File: config.mk
export PLATFORM = sky130hd
export DESIGN_NAME = fspc_top
export DESIGN_NICKNAME = d
export VERILOG_FILES = /design/src/logic/fspc_pkg.sv /design/src/logic/fspc_sync.sv /design/src/logic/fspc_top.sv
export SDC_FILE = /design/constraint.sdc
export NUM_CORES = 1
export LEC_CHECK = 0
export ABC_CLOCK_PERIOD_IN_PS = 3400
export BUFFER_PORTS_ARGS = -buffer_cell sky130_fd_sc_hd__buf_4
export CORE_MARGIN = 2
export CORE_UTILIZATION = 60
export CTS_BUF_LIST = sky130_fd_sc_hd__clkbuf_4 sky130_fd_sc_hd__clkbuf_8
export DETAILED_ROUTE_END_ITERATION = 7
export HOLD_SLACK_MARGIN = 0.08
export PLACE_DENSITY = 0.81
export SETUP_SLACK_MARGIN = 0.1
export SYNTH_ARGS = -nofsm -noshare
export SYNTH_HDL_FRONTEND = slang
export SYNTH_SLANG_ARGS = --single-unit
File: constraint.sdc
create_clock -name sys_clk -period 3.4 [get_ports sys_clk]
set_clock_uncertainty 0.1 [all_clocks]
set_input_delay 0.51 -clock sys_clk [delete_from_list [all_inputs] [get_ports sys_clk]]
set_output_delay 0.51 -clock sys_clk [all_outputs]
set_load 0.02 [all_outputs]
File: src/logic/fspc_pkg.sv
// constants and types for the serial flash pin control block
// Notes on behaviour
// output data changes on clock falling edges
// dual read drives lanes zero and one
// outputs high impedance while deselected
// fast program only in single-lane mode
// write-protect low blocks status writes
// quad enable ignores write-protect, lane two
// hold ignores clock, data; floats output
// hold starts only selected, clock low
// internal program or erase continues during hold
// quad program captures four lanes rising
// quad read drives four lanes falling
// floating hold reads as deasserted
// input sampled on rising clock edges
// hold ends with clock low, resumes
package fspc_pkg;
  // ==========================================
  // lane modes
  typedef enum logic [1:0] {
    FSPC_SINGLE = 2'b00,
    FSPC_DUAL = 2'b01,
    FSPC_QUAD = 2'b10
  } fspc_mode_type;

  localparam int FSPC_LANES = 4;
  localparam logic [3:0] FSPC_OE_NONE = 4'h0;
  localparam logic [3:0] FSPC_OE_SINGLE = 4'h2;
  localparam logic [3:0] FSPC_OE_DUAL = 4'h3;
  localparam logic [3:0] FSPC_OE_QUAD = 4'hf;
  localparam logic [2:0] FSPC_CNT_SINGLE = 3'h1;
  localparam logic [2:0] FSPC_CNT_DUAL = 3'h2;
  localparam logic [2:0] FSPC_CNT_QUAD = 3'h4;
  localparam logic [7:0] FSPC_BYTE_ZERO = 8'h00;
  localparam logic [2:0] FSPC_BIT_ZERO = 3'h0;
  localparam logic [2:0] FSPC_BIT_TOP = 3'h7;

  // ==========================================
  // pad bundle: input, output, enable per lane
  typedef struct packed {
    logic [3:0] din;
    logic [3:0] dout;
    logic [3:0] oe;
  } fspc_pads_type;

  // bits toward command logic
  typedef struct packed {
    logic [7:0] byte_data;
    logic byte_valid;
    logic selected;
    logic hold_active;
  } fspc_rx_type;
endpackage

File: src/logic/fspc_sync.sv
// two-flop synchroniser for the pin inputs
`timescale 1ns/1ps
`default_nettype none
module fspc_sync #(
  parameter int WIDTH = 1
) (
  input wire logic sys_clk,
  input wire logic rst_n,
  input wire logic clk_en,
  input wire logic [WIDTH-1:0] async_in,
  input wire logic [WIDTH-1:0] rst_val,
  output logic [WIDTH-1:0] sync_out
);
  logic [WIDTH-1:0] meta_r;
  logic [WIDTH-1:0] meta_nxt;
  logic [WIDTH-1:0] sync_r;
  logic [WIDTH-1:0] sync_nxt;

  always_comb
  begin
    meta_nxt = clk_en ? async_in : meta_r;
    sync_nxt = clk_en ? meta_r : sync_r;
  end

  // reset to zero; rst_val is xored onto sync_out here, so the output reads rst_val from reset
  always_ff @(posedge sys_clk or negedge rst_n)
  begin
    if (!rst_n)
    begin
      meta_r <= '0;
      sync_r <= '0;
    end
    else
    begin
      meta_r <= meta_nxt;
      sync_r <= sync_nxt;
    end
  end

  assign sync_out = sync_r ^ rst_val;
endmodule
`default_nettype wire

File: src/logic/fspc_top.sv
// pin-level control of the serial flash host interface
`timescale 1ns/1ps
`default_nettype none
module fspc_top (
  input wire logic sys_clk,
  input wire logic rst_n,
  input wire logic clk_en,
  input wire logic sck_pin,
  input wire logic cs_pin_n,
  input wire logic [3:0] io_din,
  input wire logic hold_pull_up,
  input wire logic fast_program_supply_pin,
  input wire fspc_pkg::fspc_mode_type rd_mode,
  input wire logic qprog_active,
  input wire logic quad_enable_bit,
  input wire logic [7:0] tx_byte,
  input wire logic busy_internal,
  output logic [3:0] io_dout,
  output logic [3:0] io_oe,
  output logic [7:0] rx_byte,
  output logic rx_valid,
  output logic tx_next,
  output logic selected,
  output logic hold_active,
  output logic status_write_ok,
  output logic fast_program_ok,
  output logic busy_out
);
  import fspc_pkg::*;

  // ==========================================
  // synchronisers
  // inverted storage so idle pins (sck, cs, hold high) read inactive from reset
  localparam logic [7:0] FSPC_SYNC_RST = 8'h72;
  logic [7:0] pin_raw;
  logic [7:0] pin_s;
  logic fast_s;
  logic sck_s;
  logic cs_n_s;
  logic [3:0] io_s;
  logic hold_n_s;

  // pull-up default for hold
  assign pin_raw = {fast_program_supply_pin, sck_pin, cs_pin_n, io_din[3] | hold_pull_up, io_din}
    ^ FSPC_SYNC_RST;

  fspc_sync #(
    .WIDTH(8)
  ) u_sync (
    .sys_clk(sys_clk),
    .rst_n(rst_n),
    .clk_en(clk_en),
    .async_in(pin_raw),
    .rst_val(FSPC_SYNC_RST),
    .sync_out(pin_s)
  );

  assign fast_s = pin_s[7];
  assign sck_s = pin_s[6];
  assign cs_n_s = pin_s[5];
  assign hold_n_s = pin_s[4];
  assign io_s = pin_s[3:0];

  function automatic logic [2:0] lane_count(input fspc_mode_type m);
    unique case (m)
      FSPC_SINGLE: lane_count = FSPC_CNT_SINGLE;
      FSPC_DUAL: lane_count = FSPC_CNT_DUAL;
      FSPC_QUAD: lane_count = FSPC_CNT_QUAD;
      default: lane_count = FSPC_CNT_SINGLE;
    endcase
  endfunction

  // ==========================================
  // state
  logic sck_d_r;
  logic sck_d_nxt;
  logic hold_r;
  logic hold_nxt;
  logic [7:0] sh_in_r;
  logic [7:0] sh_in_nxt;
  logic [2:0] in_cnt_r;
  logic [2:0] in_cnt_nxt;
  logic [7:0] sh_out_r;
  logic [7:0] sh_out_nxt;
  logic [2:0] out_cnt_r;
  logic [2:0] out_cnt_nxt;
  logic [3:0] dout_r;
  logic [3:0] dout_nxt;
  logic [3:0] oe_r;
  logic [3:0] oe_nxt;
  logic [7:0] rx_r;
  logic [7:0] rx_nxt;
  logic rx_v_r;
  logic rx_v_nxt;
  logic txn_r;
  logic txn_nxt;
  logic sel_r;
  logic sel_nxt;
  logic swok_r;
  logic swok_nxt;
  logic fpok_r;
  logic fpok_nxt;
  logic busy_r;
  logic busy_nxt;
  logic rise;
  logic fall;
  logic sel;
  logic wp_n;
  logic [2:0] in_w;
  logic [2:0] out_w;
  logic [3:0] oe_mode;
  logic [7:0] tx_src;

  assign rise = sck_s & ~sck_d_r;
  assign fall = ~sck_s & sck_d_r;
  assign sel = ~cs_n_s;
  assign wp_n = io_s[2];
  assign out_w = lane_count(rd_mode);
  // quad program widens capture
  assign in_w = qprog_active ? FSPC_CNT_QUAD : FSPC_CNT_SINGLE;
  // new byte taken only at the start of each byte
  assign tx_src = (out_cnt_r == FSPC_BIT_ZERO) ? tx_byte : sh_out_r;

  always_comb
  begin
    unique case (rd_mode)
      FSPC_SINGLE: oe_mode = FSPC_OE_SINGLE;
      FSPC_DUAL: oe_mode = FSPC_OE_DUAL;
      FSPC_QUAD: oe_mode = FSPC_OE_QUAD;
      default: oe_mode = FSPC_OE_SINGLE;
    endcase
  end

  // ==========================================
  // next state
  always_comb
  begin
    sck_d_nxt = sck_s;
    hold_nxt = hold_r;
    sh_in_nxt = sh_in_r;
    in_cnt_nxt = in_cnt_r;
    sh_out_nxt = sh_out_r;
    out_cnt_nxt = out_cnt_r;
    dout_nxt = dout_r;
    oe_nxt = oe_r;
    rx_nxt = rx_r;
    rx_v_nxt = 1'b0;
    txn_nxt = 1'b0;
    sel_nxt = sel;
    // internal busy passes through hold
    busy_nxt = busy_internal;
    // write-protect gate
    swok_nxt = quad_enable_bit | wp_n;
    // single-lane only fast program
    fpok_nxt = fast_s & (rd_mode == FSPC_SINGLE) & ~qprog_active
      & ~quad_enable_bit;
    if (!sel)
    begin
      // float outputs deselected
      hold_nxt = 1'b0;
      oe_nxt = FSPC_OE_NONE;
      in_cnt_nxt = FSPC_BIT_ZERO;
      out_cnt_nxt = FSPC_BIT_ZERO;
    end
    else if (!hold_r)
    begin
      // hold begins selected, clock low; quad lane three is data, not hold
      if (!hold_n_s && !sck_s && !qprog_active && rd_mode != FSPC_QUAD && !quad_enable_bit)
      begin
        hold_nxt = 1'b1;
        oe_nxt = FSPC_OE_NONE;
      end
      else
      begin
        // capture on rising edge
        if (rise)
        begin
          if (in_w == FSPC_CNT_QUAD)
            sh_in_nxt = {sh_in_r[3:0], io_s};
          else
            sh_in_nxt = {sh_in_r[6:0], io_s[0]};
          in_cnt_nxt = in_cnt_r + in_w;
          if (in_cnt_nxt == FSPC_BIT_ZERO)
          begin
            rx_nxt = sh_in_nxt;
            rx_v_nxt = 1'b1;
          end
        end
        // shift out on falling edge
        if (fall)
        begin
          txn_nxt = (out_cnt_r == FSPC_BIT_ZERO);
          // lane enables per read mode
          oe_nxt = oe_mode;
          unique case (rd_mode)
            FSPC_DUAL: dout_nxt = {2'b00, tx_src[7:6]};
            FSPC_QUAD: dout_nxt = tx_src[7:4];
            default: dout_nxt = {2'b00, tx_src[7], 1'b0};
          endcase
          sh_out_nxt = tx_src << out_w;
          out_cnt_nxt = out_cnt_r + out_w;
        end
      end
    end
    else
    begin
      // clock and data ignored while held
      oe_nxt = FSPC_OE_NONE;
      // release with clock low, counters kept
      if (hold_n_s && !sck_s)
        hold_nxt = 1'b0;
    end
  end

  always_ff @(posedge sys_clk or negedge rst_n)
  begin
    if (!rst_n)
    begin
      sck_d_r <= 1'b1;
      hold_r <= 1'b0;
      sh_in_r <= FSPC_BYTE_ZERO;
      in_cnt_r <= FSPC_BIT_ZERO;
      sh_out_r <= FSPC_BYTE_ZERO;
      out_cnt_r <= FSPC_BIT_ZERO;
      dout_r <= FSPC_OE_NONE;
      oe_r <= FSPC_OE_NONE;
      rx_r <= FSPC_BYTE_ZERO;
      rx_v_r <= 1'b0;
      txn_r <= 1'b0;
      sel_r <= 1'b0;
      swok_r <= 1'b0;
      fpok_r <= 1'b0;
      busy_r <= 1'b0;
    end
    else if (clk_en)
    begin
      sck_d_r <= sck_d_nxt;
      hold_r <= hold_nxt;
      sh_in_r <= sh_in_nxt;
      in_cnt_r <= in_cnt_nxt;
      sh_out_r <= sh_out_nxt;
      out_cnt_r <= out_cnt_nxt;
      dout_r <= dout_nxt;
      oe_r <= oe_nxt;
      rx_r <= rx_nxt;
      rx_v_r <= rx_v_nxt;
      txn_r <= txn_nxt;
      sel_r <= sel_nxt;
      swok_r <= swok_nxt;
      fpok_r <= fpok_nxt;
      busy_r <= busy_nxt;
    end
  end

  assign io_dout = dout_r;
  assign io_oe = oe_r;
  assign rx_byte = rx_r;
  assign rx_valid = rx_v_r;
  assign tx_next = txn_r;
  assign selected = sel_r;
  assign hold_active = hold_r;
  assign status_write_ok = swok_r;
  assign fast_program_ok = fpok_r;
  assign busy_out = busy_r;
endmodule
`default_nettype wire

==> flow_summary.json, run 1 <==
{
  "grt_pass1_vias": 2224,
  "ys_seq_area_share_pct": 47.8,
  "cp-end-kind": "flip-flop",
  "max_freq_mhz": 382,
  "synth_nets": 317,
  "path_cells": "buf_4, inv_1, ha_1, inv_2, ha_1, inv_1, fa_1, xor2_1, a2111oi_0, o21ai_0, a21bo_1",
  "dr.pass1.iters": 4,
  "io_pins": 47,
  "cp.buffers_inverters": 4,
  "diodes": 0,
  "rows": 26,
  "synth_async_sr_flop_share_pct": 100,
  "tns_ps": 0,
  "grt_max_degree": 61,
  "cts_tree": "yes",
  "worst_setup_path_start_kind": "input port",
  "drt_wl_total_um": 6310,
  "grt-ovfl-total": 0,
  "setup_viol_count_final": 0,
  "drv_cap": 0,
  "arrival_ps": 2750,
  "outcome": "complete, no violations",
  "powerDensity_nw_per_um2": 597,
  "cts_post_setup_buffers_inserted": 0,
  "synth_edf_count": 0,
  "drv_slew": 0,
  "path_max_fanout": 10,
  "synthCells": 285,
  "cts_resized": 0,
  "grt_pass1_wl_um": 10900,
  "totalPowerFinal_mw": 2.20,
  "cts_hold_buf": 0,
  "synth.avg_cell_area_um2": 11.0,
  "crit_family": "compound AO/OA/AOI/OAI gates",
  "dieArea_um2": 5830,
  "power_leakage_nw": 1.78,
  "avgRoutedWirePerCell_um": 15.6,
  "clk_pin_slew_worst_paths_ps": 70,
  "path_class": "input port to flip-flop",
  "cts-root-buf": "clkbuf_8",
  "syn_to_final_growth_pct": 17.1,
  "rsz0062_at_grt": "false",
  "required_ps": 3540,
  "die_h_um": 76.4,
  "cts_inserted_buffers": 9,
  "finalCritPeriodShare_pct": 77.0,
  "num_vias": 2321,
  "io_buffer_count": 46,
  "nNetsFinal": 361,
  "start_util_pct": 61.9,
  "drc": 0,
  "netlist_area_um2": 3140,
  "synthFlopType": "dfrtp_1",
  "min_period_ps": 2620,
  "antenna_found_initial": 0,
  "dp_hpwl_um": 4350,
  "die_w_um": 76.4,
  "drive_gt1_share_pct": 28.1,
  "vdd_ir_drop_max_mv": 0.350,
  "clk_latency_ps": 340,
  "ys_warn_count": 0,
  "cpMaxStageDelayCell": "a2111oi_0",
  "hold_class": "input port to asynchronous set/reset pin",
  "gp_congestion": 0.877,
  "max_stage_delay_ps": 470,
  "grtUsageTotal_pct": 23.7,
  "clock-sinks": 60,
  "yosysUniqueCellTypes": 50,
  "coreArea_um2": 5070,
  "fin_util_pct": 72.5,
  "clk_path_buf_depth": 2,
  "drtIter0Drc": 265,
  "ant_nets": 0,
  "slew_headroom_pct": 50.6,
  "tightest_slew_ps": 740,
  "hold_violations": 0,
  "via_per_inst": 5.75,
  "htree_levels": 3,
  "yosys_register_bits": 60
}
[sequential cells by signal (all words and copies together) (netlist names)]
signal / cells
busy_out: 1
fast_program_ok: 1
hold_active: 1
in_cnt_r: 3
io_dout: 4
io_oe: 3
out_cnt_r: 3
rx_byte: 8
rx_valid: 1
sck_d_r: 1
selected: 1
sh_in_r: 7
sh_out_r: 8
status_write_ok: 1
tx_next: 1
u_sync.meta_r: 8
u_sync.sync_r: 8
[area by class of cell]
type	instances	area, µm²
Multi-Input combinational cell	185	1450
Timing Repair Buffer	50	375
Sequential cell	60	1500
Clock inverter	6	40.0
Tap cell	70	87.6
Clock buffer	10	138
Inverter	23	86.3
Fill cell	406	1400
[cell usage after synthesis, types with 2 or more instances]
library cell,instances,share of area (%)
a211oi_1,2,0.48
o21ai_0,16,2.5
ha_1,7,2.8
a21oi_1,5,0.80
mux2i_1,32,10
buf_2,7,1.1
nand4_1,4,0.80
inv_1,22,2.6
buf_1,2,0.24
a22o_1,4,1.1
buf_6,3,1.1
buf_4,2,0.48
o31ai_1,5,1.2
mux2_4,2,0.96
o21a_1,2,0.48
nand2_1,39,4.7
o211ai_1,2,0.48
o21ai_1,6,0.96
a32oi_1,2,0.56
xor2_1,2,0.56
o2bb2ai_1,2,0.56
nor2_1,7,0.84
mux2_2,16,5.7
nor3_1,4,0.64
clkbuf_1,3,0.36
dfrtp_1,59,47
mux4_2,4,2.9
o221ai_1,2,0.56
[worst register-to-register path: stages (launching register included)]
cell and delay [ps]:
dfrtp_1 450, nor3_4 650, mux2i_1 270, mux4_2 510, mux2_2 270
[report_power, final]
| part | internal (mW) | switching (mW) | total [mW] |
|---|---|---|---|
| sequential | 0.886 | 0.134 | 1.02 |
| combinational | 0.296 | 0.313 | 0.610 |
| clock | 0.282 | 0.285 | 0.568 |
[metrics by stage]
step           instances  hold WS (ps)  cell area, µm²  setup slack, ps
2_1_floorplan        285           114            3140              596
3_3_place_gp         388           362            3500              539
3_5_place_dp         388           368            3500              426
4_1_cts              404           161            3680              778
5_1_grt              404           192            3680              527
6_report             404           136            3680              782
[metal layers]
metal | global-route usage, % | vias to the layer above | wire length, µm
li1 | - | 1104 | -
met1 | 35.1 | 1156 | 2990
met4 | 8.18 | 0 | 73
met5 | 0 | - | 0
met3 | 5.45 | 7 | 274
met2 | 34.6 | 54 | 2970
[worst paths after layout]
check | startpoint | endpoint | slack, ps | cells past startpoint
hold / removal | rst_n | busy_out$_DFFE_PN0P_ | 140 | 1
max in group asynchronous | rst_n | io_dout[3]$_DFFE_PN0P_ | 2580 | 1
hold reg to reg | io_dout[2]$_DFFE_PN0P_ | io_dout[2]$_DFFE_PN0P_ | 380 | 2
min in group sys_clk | sck_pin | u_sync.meta_r[6]$_DFFE_PN0P_ | 250 | 2
setup / recovery | rd_mode[0] | out_cnt_r[2]$_DFFE_PN0P_ | 780 | 11
setup reg to reg | out_cnt_r[1]$_DFFE_PN0P_ | sh_out_r[6]$_DFFE_PN0P_ | 1040 | 4
[cell usage in the layout (no fill, tap or decap), drive strengths merged, types with 2 or more instances in the layout]
cell,netlist,layout
a22o,4,4
o31ai,5,5
nand2,39,39
o2bb2ai,2,2
mux2i,32,32
ha,7,7
o221ai,2,2
mux2,18,18
nor3,5,5
a32oi,2,2
buf,14,50
inv,23,23
o21ai,22,22
nor2,7,7
o211ai,2,2
a211oi,2,2
dfrtp,59,59
mux4,4,4
xor2,2,2
a21oi,6,6
clkinv,0,5
nand4,4,4
clkbuf,3,10
o21a,2,2
[cell families (layout without fill, tap and decap cells)]
family	Yosys count	in the layout	share of synthesized area, %
adder cells (fa/ha/maj)	8	8	3.42
AO/OA/AOI/OAI	59	59	12.7
XOR/XNOR	3	3	0.836
buffers and inverters	40	89	6.01
flip-flops	60	60	47.8
AND/OR/NAND/NOR	61	61	9.40
multiplexers	54	54	19.8
Power figures use the tool's default switching activity.
==> inputs of run 2 (changes only) <==
- ABC_AREA: default -> 1
- ABC_CLOCK_PERIOD_IN_PS: 3400 -> 2200
- CORE_UTILIZATION: 60 -> 53
- PLACE_DENSITY: 0.81 -> 0.76
- clock period: 3.4 -> 2.2 ns (I/O delays scaled with it)
==> run 2 against run 1 <==
Die area is 11% higher. Global-route usage down 0.31 points. Cell count is 26% higher. Clock power increased by 99%.
==> flow_summary.json, run 2 <==
{
  "outcome": "complete, no violations",
  "coreArea_um2": 5570,
  "clk_pin_slew_worst_paths_ps": 70,
  "yosysUniqueCellTypes": 37,
  "start_util_pct": 55.8,
  "drtIter0Drc": 179,
  "cts_tree": "yes",
  "ant_nets": 0,
  "cts_inserted_buffers": 9,
  "place_area_um2": 3520,
  "yosys.cell_count.top_type": "nand2_1",
  "die_h_um": 80.6,
  "yosysTopAreaCell": "dfrtp_1",
  "power_leakage_nw": 1.92,
  "ys_warn_count": 0,
  "setup_ws_ps": 292,
  "final_common_cell": "nand2_1",
  "cts-root-buf": "clkbuf_8",
  "clk_latency_ps": 330,
  "rows": 27,
  "synth_area_leaders": "dfrtp_1, nand2_1, nand3_1",
  "required_ps": 2310,
  "hold_class": "input port to flip-flop",
  "cpMaxStageDelayCell": "dfrtp_1",
  "tns_ps": 0,
  "stdcell_count": 510,
  "synthCells": 383,
  "max_stage_delay_ps": 380,
  "cp-end-kind": "flip-flop",
  "setup_viol_count_final": 0,
  "rsz0062_at_grt": "false",
  "synth.avg_cell_area_um2": 8.11,
  "fin_area_um2": 3760,
  "num_vias": 2633,
  "ys_seq_area_share_pct": 48.3,
  "clock-sinks": 60,
  "tightest_slew_ps": 772,
  "reg2reg_from": "in_cnt_r[0]$_DFFE_PN0P_",
  "arrival_ps": 2020,
  "dieArea_um2": 6490,
  "vdd_ir_drop_max_mv": 0.469,
  "gp_congestion": 0.875,
  "drive_gt1_share_pct": 22.4,
  "cpMostUsedCell": "nand2_1",
  "nNetsFinal": 465,
  "dp.cells": 493,
  "grt_pass1_wl_um": 11600,
  "htree_levels": 3,
  "synth_async_sr_flop_share_pct": 100,
  "path_cells": "ha_1, ha_1, xnor2_1, nand2_1, nand2_1, nand4_4, nand2_1, o21ai_2",
  "synth_nets": 415,
  "dr.pass1.iters": 4,
  "diodes": 0,
  "drv_slew": 0,
  "hp-start": "sck_pin",
  "path_class": "flip-flop to flip-flop",
  "fill_cells": 491,
  "cp.buffers_inverters": 0,
  "slew_headroom_pct": 48.5,
  "via_per_inst": 5.16,
  "antenna_found_initial": 0,
  "clk_path_buf_depth": 2,
  "cp-startpoint": "in_cnt_r[0]$_DFFE_PN0P_",
  "yosysTopAreaCellShare_pct": 47.5,
  "finalCritPeriodShare_pct": 86.7,
  "io_pins": 47,
  "yosys_register_bits": 60,
  "drc": 0,
  "grtUsageTotal_pct": 23.4,
  "ys_top_cells_by_count": "nand2_1, dfrtp_1, nand3_1, inv_1, o21ai_0",
  "post-place-ws_ps": 43.3,
  "die_w_um": 80.6,
  "cts_resized": 0,
  "drt_wl_total_um": 6760,
  "syn_to_final_growth_pct": 20.9,
  "hold_violations": 0,
  "crit_family": "simple AND/OR/NAND/NOR gates",
  "min_period_ps": 1910,
  "powerDensity_nw_per_um2": 976,
  "synthFlopType": "dfrtp_1",
  "path_max_fanout": 17,
  "grt_pass1_vias": 2435,
  "netlist_area_um2": 3110,
  "avgRoutedWirePerCell_um": 13.3,
  "drv_cap": 0,
  "max_freq_mhz": 524,
  "final_cell_mix": "nand2_1, dfrtp_1, buf_4",
  "dp_hpwl_um": 4680,
  "worst_setup_path_start_kind": "flip-flop",
  "io_buffer_count": 46,
  "grt_max_degree": 61,
  "grt-ovfl-total": 0,
  "synth_edf_count": 0,
  "totalPowerFinal_mw": 3.67
}
[run 2: metrics by stage]
step / utilization (%) / hold slack [ps]
after floorplan: - / -65.6
after global placement: 63.1 / 348
after detailed placement: 63.1 / 355
after CTS: 67.4 / 82.9
after global routing: 67.4 / 93.7
final: 67.4 / 91.8
[run 2: report_power, final]
group          switching [mW]  internal (mW)  total, mW
logic                   0.639          0.409       1.05
clock network           0.431          0.695       1.13
registers               0.146           1.35       1.49
total                    1.22           2.45       3.67
[run 2: area by class of cell]
cell class	count	area, µm²	share of cell area (%)
well taps	72	90.1	2.40
clock inverters	4	73.8	1.97
inverters	44	169	4.50
multi-input cells	263	1350	36.0
clock buffers	12	153	4.06
repair buffers	55	415	11.1
flip-flops and latches	60	1500	40.0
[run 2: cells by family after synthesis]
kind of cell / Yosys count / synth area share, %
flip-flops: 60 / 48.3
AO/OA/AOI/OAI: 54 / 10.2
XOR/XNOR: 3 / 0.846
adder cells (fa/ha/maj): 8 / 3.46
AND/OR/NAND/NOR: 198 / 29.0
buffers and inverters: 60 / 8.13
[run 2: worst register-to-register path: cells and delay by family (launching register included)]
family | cells | cell delay (ps)
compound gates | 1 | 60
flops | 1 | 380
simple gates | 4 | 670
fa+ha+maj | 2 | 410
xor+xnor | 1 | 170
[run 2: what timing repair did]
action                                  in CTS  in global routing
setup buffers                                0                  0
hold endpoints to repair                    59                  0
endpoints found under the setup margin       0                  0
hold buffers                                 1                  0
[run 2: final timing paths]
path	to	slack (ps)	cells after the start
max reg2reg	rx_byte[5]$_DFFE_PN0P_	290	8
min reg2reg	u_sync.sync_r[3]$_DFFE_PN0P_	380	2
min in group asynchronous	rx_byte[6]$_DFFE_PN0P_	510	2
max in group asynchronous	sh_out_r[2]$_DFFE_PN0P_	960	2
max	rx_byte[5]$_DFFE_PN0P_	290	8
min	u_sync.meta_r[6]$_DFFE_PN0P_	90	2
[run 2: layer usage]
metal | wire length, µm | GRT usage [%] | share of wire [%]
met1 | 3190 | 33.9 | 47
met3 | 382 | 4.49 | 5.7
met4 | 95 | 8.14 | 1.4
met5 | 0 | 0 | 0
met2 | 3090 | 34.9 | 46
